[src/shared/adr_params.svh]
`ifndef ADR_PARAMS_SVH
`define ADR_PARAMS_SVH

// register offsets on the byte-wide register port
`define ADR_OFS_DIV 8'h0d
`define ADR_OFS_DIV_LOW_TOP 8'h0e
`define ADR_OFS_REF_31_24 8'h0f
`define ADR_OFS_REF_23_16 8'h10
`define ADR_OFS_REF_15_8 8'h11
`define ADR_OFS_REF_7_0 8'h12
`define ADR_OFS_CONTROL 8'h87
`define ADR_OFS_HOLD 8'h89

// field positions
`define ADR_APPLY_BIT 6
`define ADR_HOLD_BIT 4

// reset values
`define ADR_RST_FAST_CODE 3'h0
`define ADR_RST_OUT_DIV 7'h00
`define ADR_RST_REFWORD 38'h00_0000_0000
`define ADR_RST_BYTE 8'h00

`endif

[src/shared/adr_pkg.sv]
package adr_pkg;
  typedef logic [2:0] adr_fast_code_type;
  typedef logic [6:0] adr_out_div_type;
  typedef logic [37:0] adr_refword_type;

  // state of the register bank
  typedef struct packed {
    adr_fast_code_type alt_fast_divider_code;
    adr_out_div_type alt_output_divider_value;
    adr_refword_type alt_reference_freq_word;
    adr_fast_code_type active_fast_code;
    adr_out_div_type active_out_div;
    adr_refword_type active_refword;
    logic synth_hold_bit;
    logic apply_new_frequency_bit;
    logic [7:0] rdata;
    logic osc_tick;
    logic out_tick;
  } adr_regs_state_type;

  // register picked by an offset; none stands for every unmapped offset
  typedef enum {
    sel_none,
    sel_div,
    sel_div_low_top,
    sel_ref_31_24,
    sel_ref_23_16,
    sel_ref_15_8,
    sel_ref_7_0,
    sel_control,
    sel_hold
  } adr_reg_sel_type;

  // state of the oscillator and divider chain
  typedef struct packed {
    adr_refword_type phase;
    logic [3:0] fast_count;
    logic [6:0] out_count;
    logic osc_tick;
    logic fast_tick;
    logic out_tick;
  } adr_chain_state_type;
endpackage

[src/shared/adr_div_if.sv]
`timescale 1ns/1ps
interface adr_div_if;
  import adr_pkg::*;
  adr_fast_code_type fast_code;
  adr_out_div_type out_div;
  adr_refword_type refword;
  logic hold;
  logic osc_tick;
  logic out_tick;

  modport ctrl(output fast_code, output out_div, output refword, output hold,
               input osc_tick, input out_tick);
  modport core(input fast_code, input out_div, input refword, input hold,
               output osc_tick, output out_tick);
endinterface

[src/rtl/adr_regs.sv]
// Overview of operation
// - reg 13 holds fast code, divider high bits
// - fast code maps to ratios 4,5,6,7,9,11
// - fast divider counts controlled oscillator edges
// - output divider field is ratio minus one
// - ratio one or even up to 128
// - reg 14 holds divider low bits, word top
// - reg 15 holds reference word bits 31:24
// - reference word drives the controlled oscillator
// - regs 16 to 18 hold remaining word bytes
// - hold bit freezes the synthesizer
// - apply bit self clears when frequency applied
`timescale 1ns/1ps
`include "adr_params.svh"
module adr_regs
  import adr_pkg::*;
(
  input wire logic i_clock,
  input wire logic i_rst,
  input wire logic [7:0] i_reg_addr,
  input wire logic i_reg_wr,
  input wire logic [7:0] i_reg_wdata,
  input wire logic i_reg_rd,
  output logic [7:0] o_reg_rdata,
  output logic o_synth_hold,
  output logic o_apply_pending,
  output logic o_osc_tick,
  output logic o_output_clock
);
  adr_regs_state_type state_reg;
  adr_regs_state_type state_next;

  adr_div_if chain_if();

  // the chain sees the applied copy plus the live hold bit, so half-written words never reach it
  assign chain_if.fast_code = state_reg.active_fast_code;
  assign chain_if.out_div = state_reg.active_out_div;
  assign chain_if.refword = state_reg.active_refword;
  assign chain_if.hold = state_reg.synth_hold_bit;

  adr_clock_chain u_chain (
    .i_clock(i_clock),
    .i_rst(i_rst),
    .chain(chain_if.core)
  );

  // one offset decode serves the write path, the apply handshake and the read path
  function automatic adr_reg_sel_type reg_select(input logic [7:0] addr);
    if (addr == `ADR_OFS_DIV) begin
      reg_select = sel_div;
    end else if (addr == `ADR_OFS_DIV_LOW_TOP) begin
      reg_select = sel_div_low_top;
    end else if (addr == `ADR_OFS_REF_31_24) begin
      reg_select = sel_ref_31_24;
    end else if (addr == `ADR_OFS_REF_23_16) begin
      reg_select = sel_ref_23_16;
    end else if (addr == `ADR_OFS_REF_15_8) begin
      reg_select = sel_ref_15_8;
    end else if (addr == `ADR_OFS_REF_7_0) begin
      reg_select = sel_ref_7_0;
    end else if (addr == `ADR_OFS_CONTROL) begin
      reg_select = sel_control;
    end else if (addr == `ADR_OFS_HOLD) begin
      reg_select = sel_hold;
    end else begin
      reg_select = sel_none; // unmapped offsets
    end
  endfunction

  // register writes, then the apply handshake
  always_comb begin
    adr_reg_sel_type sel;
    sel = reg_select(i_reg_addr);
    state_next = state_reg;
    // tick pulses are re-timed here so every output leaves a flip-flop
    state_next.osc_tick = chain_if.osc_tick;
    state_next.out_tick = chain_if.out_tick;
    if (i_reg_wr) begin
      if (sel == sel_div) begin
        state_next.alt_fast_divider_code = i_reg_wdata[7:5];
        state_next.alt_output_divider_value[6:2] = i_reg_wdata[4:0];
      end else if (sel == sel_div_low_top) begin
        state_next.alt_output_divider_value[1:0] = i_reg_wdata[7:6];
        state_next.alt_reference_freq_word[37:32] = i_reg_wdata[5:0];
      end else if (sel == sel_ref_31_24) begin
        state_next.alt_reference_freq_word[31:24] = i_reg_wdata;
      end else if (sel == sel_ref_23_16) begin
        state_next.alt_reference_freq_word[23:16] = i_reg_wdata;
      end else if (sel == sel_ref_15_8) begin
        state_next.alt_reference_freq_word[15:8] = i_reg_wdata;
      end else if (sel == sel_ref_7_0) begin
        state_next.alt_reference_freq_word[7:0] = i_reg_wdata;
      end else if (sel == sel_hold) begin
        state_next.synth_hold_bit = i_reg_wdata[`ADR_HOLD_BIT];
      end
    end
    // a host write of the apply bit wins over the self clear in the same cycle
    if (i_reg_wr && sel == sel_control) begin
      state_next.apply_new_frequency_bit = i_reg_wdata[`ADR_APPLY_BIT];
    end else if (state_reg.apply_new_frequency_bit && !state_reg.synth_hold_bit) begin
      state_next.active_fast_code = state_reg.alt_fast_divider_code;
      state_next.active_out_div = state_reg.alt_output_divider_value;
      state_next.active_refword = state_reg.alt_reference_freq_word;
      state_next.apply_new_frequency_bit = 1'b0;
    end
    // registered read; unmapped offsets read zero
    if (i_reg_rd) begin
      if (sel == sel_div) begin
        state_next.rdata = {state_reg.alt_fast_divider_code,
                            state_reg.alt_output_divider_value[6:2]};
      end else if (sel == sel_div_low_top) begin
        state_next.rdata = {state_reg.alt_output_divider_value[1:0],
                            state_reg.alt_reference_freq_word[37:32]};
      end else if (sel == sel_ref_31_24) begin
        state_next.rdata = state_reg.alt_reference_freq_word[31:24];
      end else if (sel == sel_ref_23_16) begin
        state_next.rdata = state_reg.alt_reference_freq_word[23:16];
      end else if (sel == sel_ref_15_8) begin
        state_next.rdata = state_reg.alt_reference_freq_word[15:8];
      end else if (sel == sel_ref_7_0) begin
        state_next.rdata = state_reg.alt_reference_freq_word[7:0];
      end else if (sel == sel_control) begin
        state_next.rdata = `ADR_RST_BYTE;
        state_next.rdata[`ADR_APPLY_BIT] = state_reg.apply_new_frequency_bit;
      end else if (sel == sel_hold) begin
        state_next.rdata = `ADR_RST_BYTE;
        state_next.rdata[`ADR_HOLD_BIT] = state_reg.synth_hold_bit;
      end else begin
        state_next.rdata = `ADR_RST_BYTE;
      end
    end
  end

  // register the whole state; reset clears the shadow and the applied copy alike
  always_ff @(posedge i_clock) begin
    if (i_rst) begin
      state_reg.alt_fast_divider_code <= `ADR_RST_FAST_CODE;
      state_reg.alt_output_divider_value <= `ADR_RST_OUT_DIV;
      state_reg.alt_reference_freq_word <= `ADR_RST_REFWORD;
      state_reg.active_fast_code <= `ADR_RST_FAST_CODE;
      state_reg.active_out_div <= `ADR_RST_OUT_DIV;
      state_reg.active_refword <= `ADR_RST_REFWORD;
      state_reg.synth_hold_bit <= 1'b0;
      state_reg.apply_new_frequency_bit <= 1'b0;
      state_reg.rdata <= `ADR_RST_BYTE;
      state_reg.osc_tick <= 1'b0;
      state_reg.out_tick <= 1'b0;
    end else begin
      state_reg <= state_next;
    end
  end

  // ports read the registered state directly
  assign o_reg_rdata = state_reg.rdata;
  assign o_synth_hold = state_reg.synth_hold_bit;
  assign o_apply_pending = state_reg.apply_new_frequency_bit;
  assign o_osc_tick = state_reg.osc_tick;
  assign o_output_clock = state_reg.out_tick;
endmodule

[src/rtl/adr_clock_chain.sv]
`timescale 1ns/1ps
module adr_clock_chain
  import adr_pkg::*;
(
  input wire logic i_clock,
  input wire logic i_rst,
  adr_div_if.core chain
);
  adr_chain_state_type state_reg;
  adr_chain_state_type state_next;

  // ratio of the fast divider; zero marks the two codes with no ratio
  function automatic logic [3:0] fast_ratio(input adr_fast_code_type code);
    case (code)
      3'h0: fast_ratio = 4'h4;
      3'h1: fast_ratio = 4'h5;
      3'h2: fast_ratio = 4'h6;
      3'h3: fast_ratio = 4'h7;
      3'h5: fast_ratio = 4'h9;
      3'h7: fast_ratio = 4'hb;
      default: fast_ratio = 4'h0;
    endcase
  endfunction

  // last count of the output divider; odd ratios above one round up to even
  function automatic logic [6:0] out_limit(input adr_out_div_type value);
    if (value == 7'h00) begin
      out_limit = 7'h00;
    end else if (value[0]) begin
      out_limit = value;
    end else begin
      out_limit = 7'(value + 7'h01);
    end
  endfunction

  // the oscillator is a phase accumulator whose carry is one oscillator edge;
  // an undefined code stops the fast divider rather than guessing a ratio
  always_comb begin
    logic [38:0] sum;
    logic [3:0] ratio;
    sum = 39'h00_0000_0000;
    ratio = fast_ratio(chain.fast_code);
    state_next = state_reg;
    state_next.osc_tick = 1'b0;
    state_next.fast_tick = 1'b0;
    state_next.out_tick = 1'b0;
    if (!chain.hold) begin
      sum = {1'b0, state_reg.phase} + {1'b0, chain.refword};
      state_next.phase = sum[37:0];
      state_next.osc_tick = sum[38];
    end
    // fast divider counts oscillator edges only
    if (state_reg.osc_tick && ratio != 4'h0) begin
      if (state_reg.fast_count >= 4'(ratio - 4'h1)) begin
        state_next.fast_count = 4'h0;
        state_next.fast_tick = 1'b1;
      end else begin
        state_next.fast_count = 4'(state_reg.fast_count + 4'h1);
      end
    end
    // output divider counts fast divider edges
    if (state_reg.fast_tick) begin
      if (state_reg.out_count >= out_limit(chain.out_div)) begin
        state_next.out_count = 7'h00;
        state_next.out_tick = 1'b1;
      end else begin
        state_next.out_count = 7'(state_reg.out_count + 7'h01);
      end
    end
  end

  // reset clears the accumulator and both divider counts together
  always_ff @(posedge i_clock) begin
    if (i_rst) begin
      state_reg <= '0;
    end else begin
      state_reg <= state_next;
    end
  end

  // both ticks leave straight from the state flops
  assign chain.osc_tick = state_reg.osc_tick;
  assign chain.out_tick = state_reg.out_tick;
endmodule

[config.mk]
export PLATFORM = sky130hd
export DESIGN_NAME = adr_regs
export DESIGN_NICKNAME = d
export VERILOG_FILES = /design/src/shared/adr_pkg.sv /design/src/shared/adr_div_if.sv /design/src/rtl/adr_regs.sv /design/src/rtl/adr_clock_chain.sv
export VERILOG_INCLUDE_DIRS = /design/src /design/src/shared
export SDC_FILE = /design/constraint.sdc
export NUM_CORES = 1
export LEC_CHECK = 0
export ABC_CLOCK_PERIOD_IN_PS = 2400
export BUFFER_PORTS_ARGS = -buffer_cell sky130_fd_sc_hd__buf_2
export CAP_MARGIN = 20
export CORE_ASPECT_RATIO = 1.25
export CORE_UTILIZATION = 47
export DETAILED_ROUTE_END_ITERATION = 10
export PLACE_DENSITY = 0.66
export SKIP_CTS_REPAIR_TIMING = 1
export SYNTH_ARGS = -nofsm -noshare
export SYNTH_HDL_FRONTEND = slang
export SYNTH_SLANG_ARGS = --single-unit
export TNS_END_PERCENT = 10
[constraint.sdc]
create_clock -name i_clock -period 2.4 [get_ports i_clock]
set_input_delay 0.12 -clock i_clock [delete_from_list [all_inputs] [get_ports i_clock]]
set_output_delay 0.12 -clock i_clock [all_outputs]
set_load 0.01 [all_outputs]
==> metrics, run 1 <==
max reg flops=50; Critical Path AT=roughly 2.9 ns; GR Util met2=between 30% and 40%; Nets=~1200; GRT Max-Usage Layer=met2; Crit path depth=12; Tot GR Track Use=between 20% and 30%; die area=around 0.018 mm^2; total power=5.53 mW; Final period util=109%; M1 GR Usage=between 20% and 30%; ANT nets after route=0; grt ovf=0; Final Critical Period=about 2.6 ns; Critical Path Max Stage Delay=approximately 0.36 ns; area grow syn2layout=19.5%; worst skew pair latency=about 0.43 ns; max_slew headroom=35.7%; reg-to-reg setup timing slack=-0.21 ns; drt total wl=approximately 20 mm; WHS Path Cells=2; setup ws final=-0.209 ns; # port buffers=31; row cnt=between 50 and 60; Buf/Inv on CP=1; clk slew on worst S/H paths=roughly 0.080 ns; Area contributors post-synth=dfxtp_1, nand2_1, ha_1; DP Area=~0.0094 mm^2; Syn Area/Cell=between 8 and 9 um^2; Mapped Area=around 0.0084 mm^2; Hold Slack=-0.00217 ns; ys async rst share=0%; Synth cell types=72; initial antenna violation count=0; Post-synth EDFFs=0; Setup Crit Path Kind=flip-flop to flip-flop; Hold Vio Cnt, Final=1; Starting DRT DRC Count=400; crit path from=u_chain.state_reg[14]; Finished Core Util=between 50% and 60%; outcome=complete, but fails checks; placed cell count=around 1300; Post-DP HPWL=14.4 mm; Crit path required time=approximately 2.7 ns; worst reg2reg path depth=12; Clock Skew=roughly 0.012 ns; vias=around 7300; first-pass GRT wire length=around 33 mm; Worst path slowest cell=dfxtp_2; drt wl/cell=~15 um; gp weighted congestion=about 0.9; synth warn=0; Clock Root Buffer=clkbuf_16; ant diodes=0; Clock Tree Buf Depth=2; pin count of the biggest net entering global routing=just over 90; vias in the first global route=around 6800; Seq cells post-synth=160; leak pwr=between 4 and 5 nW; worst r2r src=u_chain.state_reg[14]; Peak VDD IR=approximately 440 uV; CTS tree=built; RSZ-0062 raised after global routing=true; final setup fails=29; max-cap violation count=0; Final Max Slew Viols=0; CTS H-tree lvls=4; worst-path cell chain=ha_4, inv_2, fa_2, nand2b_4, a21oi_4, o21ai_4, o311ai_4, a31oi_4, a211oi_4, nor2_1, xor2_1, o22ai_1; Yosys top cell by area=dfxtp_1; Vias/cell=5.47; measured slew at the worst slew-check pin=0.965 ns; area share of the largest cell type after synthesis=roughly two fifths; syn_nets=roughly 1100; register area share after synthesis=38.0%; DRC=0; HP Class=primary input to flip-flop; failing checks=hold timing, setup timing; crit-path leading delay family=compound AO/OA/AOI/OAI gates; Final Non-Filler Cells=~1300; Die X=122 um; DRT Pass-1 Iters=5; CTS sink cnt=160; largest fanout of any net on the critical path=4; Pwr per Cell Area=549 mW/mm^2; Critical Path Sink=u_chain.state_reg[48]; TritonCTS buffer count=17; Critical Path End Type=flip-flop; Die Ht=around 150 um; Synth Instances=roughly 1000; Reg2Reg Capture Point=u_chain.state_reg[48]; layout cells sized above 1=18.3%; Starting Density=around 48%; achievable frequency=between 300 and 400 MHz; Final Cell Area=a little over 0.01 mm^2; GRT met3 Usage=~3.7%; io pins=32; Synth Flop Type=dfxtp_1; Core Region=~0.017 mm^2; type of origin of the critical path=flip-flop
-- synthesized netlist by cell type, drive strengths merged (2+ instances only) --
library cell and instances:
a22oi 7, mux2 7, a32o 2, clkbuf 38, a31o 2, nand4 7
nor3 14, and2 5, o22ai 6, nor3b 2, ha 52, o21a 5
nor2 114, or3 3, buf 17, o31ai 2, dfxtp 160, inv 25
a31oi 6, or4 2, o21bai 4, xnor2 22, a21boi 3, nor4 3
a21oi 116, o211ai 5, nor4b 3, nor2b 5, and3 6, nand2b 7
a21o 22, o41ai 3, o31a 2, mux2i 61, xor2 14, nand3 18
nand2 174, a211oi 14, o21ai 41
-- per-layer routing --
| metal | vias to the layer above | part of all wire, % |
|---|---|---|
| met4 | 0 | 1.9 |
| li1 | 3725 | - |
| met2 | 133 | 47 |
| met3 | 25 | 3.3 |
| met5 | - | 0 |
| met1 | 3442 | 48 |
-- kinds of logic after synthesis --
| group | synth area share [%] |
|---|---|
| adder cells (fa/ha/maj) | 7.96 |
| buffers and inverters | 4.02 |
| AND/OR/NAND/NOR | 19.0 |
| multiplexers | 8.18 |
| AO/OA/AOI/OAI | 19.1 |
| XOR/XNOR | 3.74 |
| flip-flops | 38.0 |
-- per-stage QoR --
step                setup TNS, ns  worst slack (ns)
floorplan                  -0.201           -0.0555
global placement            -4.82            -0.250
detailed placement          -5.71            -0.287
CTS                         -7.04            -0.333
global route                -7.90            -0.356
finish                      -3.34            -0.209
-- worst min-delay path by stage --
stage | to | start | slack [ns]
finish | u_chain.state_reg[46] | i_rst | -0.002
floorplan | o_apply_pending | i_reg_wdata[6] | 0.26
global placement | o_output_clock | u_chain.chain.out_tick | 0.42
CTS | u_chain.state_reg[45] | i_rst | -0.02
global route | u_chain.state_reg[46] | i_rst | 0.01
detailed placement | o_output_clock | u_chain.chain.out_tick | 0.43
-- power breakdown --
group	internal, mW	leakage, nW	switching [mW]	total [mW]
Clock	1.48	0.285	1.23	2.71
Sequential	2.66	1.29	0.00453	2.67
Combinational	0.0441	2.69	0.116	0.160
Total	4.18	4.27	1.35	5.53
-- area by class of cell --
type	count	area (um^2)
fill	1565	7430
multi-input combinational	778	5040
sequential	160	3210
timing repair buffer	119	856
clock buffer	17	425
tap	224	280
clock inverter	15	166
inverter	25	93.8
-- cell usage in the layout (no fill, tap or decap), types with 6 or more instances in the layout --
cell	count
nand4_1	7
dfxtp_2	6
a21oi_1	111
a211oi_1	11
nand3_1	16
a22oi_1	7
inv_1	24
inv_6	6
nand2b_1	6
mux2_2	7
nand2_1	174
buf_4	86
xnor2_1	22
o21ai_1	6
nor2_1	113
nor3_1	13
xor2_1	14
mux2i_1	61
clkbuf_16	17
o22ai_1	6
o21ai_0	32
ha_1	47
buf_2	30
a21o_1	22
dfxtp_1	154
No activity file was read; power rests on OpenSTA's default activity.
==> run 2, diff against run 1 <==
--- a/config.mk
+++ b/config.mk
@@ -12,7 +12,7 @@
 export CORE_ASPECT_RATIO = 1.25
 export CORE_UTILIZATION = 47
 export DETAILED_ROUTE_END_ITERATION = 10
-export PLACE_DENSITY = 0.66
+export PLACE_DENSITY = 0.67
 export SKIP_CTS_REPAIR_TIMING = 1
 export SYNTH_ARGS = -nofsm -noshare
 export SYNTH_HDL_FRONTEND = slang
==> run 2 against run 1 <==
The flow finishes with violations (setup timing); non-clock buffer count is 7 higher; first-iteration DRC count shrank 12%; critical path depth stayed put; routed wire length shrank 0.81%; clock skew fell by 0.0028 ns.
==> metrics, run 2 (synthesis results as in run 1) <==
CTS tree=built; Critical Path AT=2.92 ns (about the same); largest fanout of any net on the critical path=4 (unchanged); commonest non-fill, non-tap cell in the layout=nand2_1; failing checks=setup timing; max reg flops=50 (unchanged); CTS sink cnt=160 (unchanged); worst skew pair latency=0.43 ns (about the same); gp weighted congestion=0.883 (-1.5%); Crit path required time=2.68 ns (-0.02 ns); pre-CTS WS=-0.282 ns (+0.00595 ns); pin count of the biggest net entering global routing=86 (-6.5%); Final period util=110% (+1.1 points); max-cap violation count=0 (unchanged); CTS H-tree lvls=4 (unchanged); Starting Density=48.1% (unchanged); Core Region=0.0175 mm^2 (unchanged); TritonCTS buffer count=17 (unchanged); Hold Slack=0.0150 ns (+0.0171 ns); drt wl/cell=15.2 um (-1.2%); setup tns final=-2.21 ns (+1.14 ns); vias=7300 (-0.34%); area grow syn2layout=20.6%; DRT Pass-1 Iters=4 (-1); measured slew at the worst slew-check pin=0.901 ns (-0.0646 ns); M1 GR Usage=29.6% (-0.18 points); row cnt=54 (unchanged); initial antenna violation count=0 (unchanged); Die X=122 um (unchanged); GRT Max-Usage Layer=met2; clk slew on worst S/H paths=0.07 ns (about the same); grt ovf=0 (unchanged); first-pass GRT wire length=33.2 mm (-0.31%); Post-DP HPWL=14.4 mm (about the same); GR Util met2=38.3% (+0.54 points); Setup Crit Path Kind=flip-flop to flip-flop; outcome=complete, but fails checks; setup ws final=-0.234 ns (-0.0254 ns); number of fill cells=1551 (-0.89%); HP Class=primary input to flip-flop; max_slew headroom=40.0% (+4.3 points); Clock Tree Buf Depth=2 (unchanged); Final Critical Period=2.63 ns (+0.0254 ns); Clock Root Buffer=clkbuf_16; Starting DRT DRC Count=351 (-12%); Nets=1181 (+0.60%); layout cells sized above 1=20.0% (+1.7 points); Final Non-Filler Cells=1344 (+0.45%); drt total wl=20.4 mm (-0.81%); Hold Vio Cnt, Final=0 (-1); Die Ht=152 um (unchanged); io pins=32 (unchanged); final setup fails=24 (-17%); leak pwr=4.30 nW (+0.76%); Clock Skew=0.00966 ns (-0.00279 ns); Final Cell Area=0.0102 mm^2 (+0.91%); die area=0.0185 mm^2 (unchanged); DP Area=0.00937 mm^2 (+0.21%); # port buffers=31 (unchanged); ant diodes=0 (unchanged); achievable frequency=380 MHz (-0.97%); Peak VDD IR=376 uV (-15%); placed cell count=1311 (+0.46%); most frequent cells in the layout=nand2_1, dfxtp_1, nor2_1, a21oi_1, buf_4; Tot GR Track Use=22.8% (+0.034 points); Pwr per Cell Area=543 mW/mm^2 (-1.2%); vias in the first global route=6788 (-0.54%); Final Max Slew Viols=0 (unchanged); GRT met3 Usage=3.52% (-0.19 points); Critical Path End Type=flip-flop; Vias/cell=5.43 (-0.79%); ANT nets after route=0 (unchanged); type of origin of the critical path=flip-flop; DRC=0 (unchanged); RSZ-0062 raised after global routing=true
[run 2: power by group]
group | total (mW) | internal, mW | switching [mW]
Clock | 2.69 | 1.49 | 1.20
Combinational | 0.159 | 0.0424 | 0.116
Sequential | 2.67 | 2.66 | 0.00417
[run 2: routing by layer]
| layer | part of all wire [%] | wire length [um] |
|---|---|---|
| met1 | 46 | 9490 |
| met2 | 48 | 9820 |
| met3 | 3.3 | 681 |
| met4 | 2.1 | 427 |
| met5 | 0 | 0 |
[run 2: layout make-up]
class | count | area, um^2 | share of cell area, %
inverter | 25 | 93.8 | 0.923
clock buffer | 18 | 439 | 4.32
timing repair buffer | 126 | 883 | 8.69
clock inverter | 13 | 141 | 1.39
sequential | 160 | 3210 | 31.6
multi-input combinational | 778 | 5110 | 50.3
tap | 224 | 280 | 2.76
[run 2: path summary, 6_finish.rpt]
kind | endpoint | cells past startpoint | startpoint | slack [ns]
max | u_chain.state_reg[50] | 12 | chain_if.refword[0] | -0.23
min | o_apply_pending | 3 | i_reg_wdata[6] | 0.01
max reg2reg | u_chain.state_reg[50] | 12 | chain_if.refword[0] | -0.23
min reg2reg | o_output_clock | 1 | u_chain.chain.out_tick | 0.44
[run 2: critical path, stage by stage (launching register included)]
cell and delay, ns:
dfxtp_2 0.35, ha_4 0.13, inv_2 0.03, fa_2 0.36
nand2b_4 0.16, a21oi_4 0.17, o21ai_2 0.11, o311ai_4 0.31
a31oi_4 0.18, a211oi_4 0.36, o41ai_4 0.09, nand4_1 0.10
o221ai_1 0.13
[run 2: metrics by stage]
| stage | power (mW) | utilization, % |
|---|---|---|
| after floorplan | 2.82 | - |
| after global placement | 2.88 | 53.5 |
| after detailed placement | 2.88 | 53.5 |
| after CTS | 5.56 | 56.9 |
| after global routing | 5.68 | 58.1 |
| final | 5.52 | 58.1 |
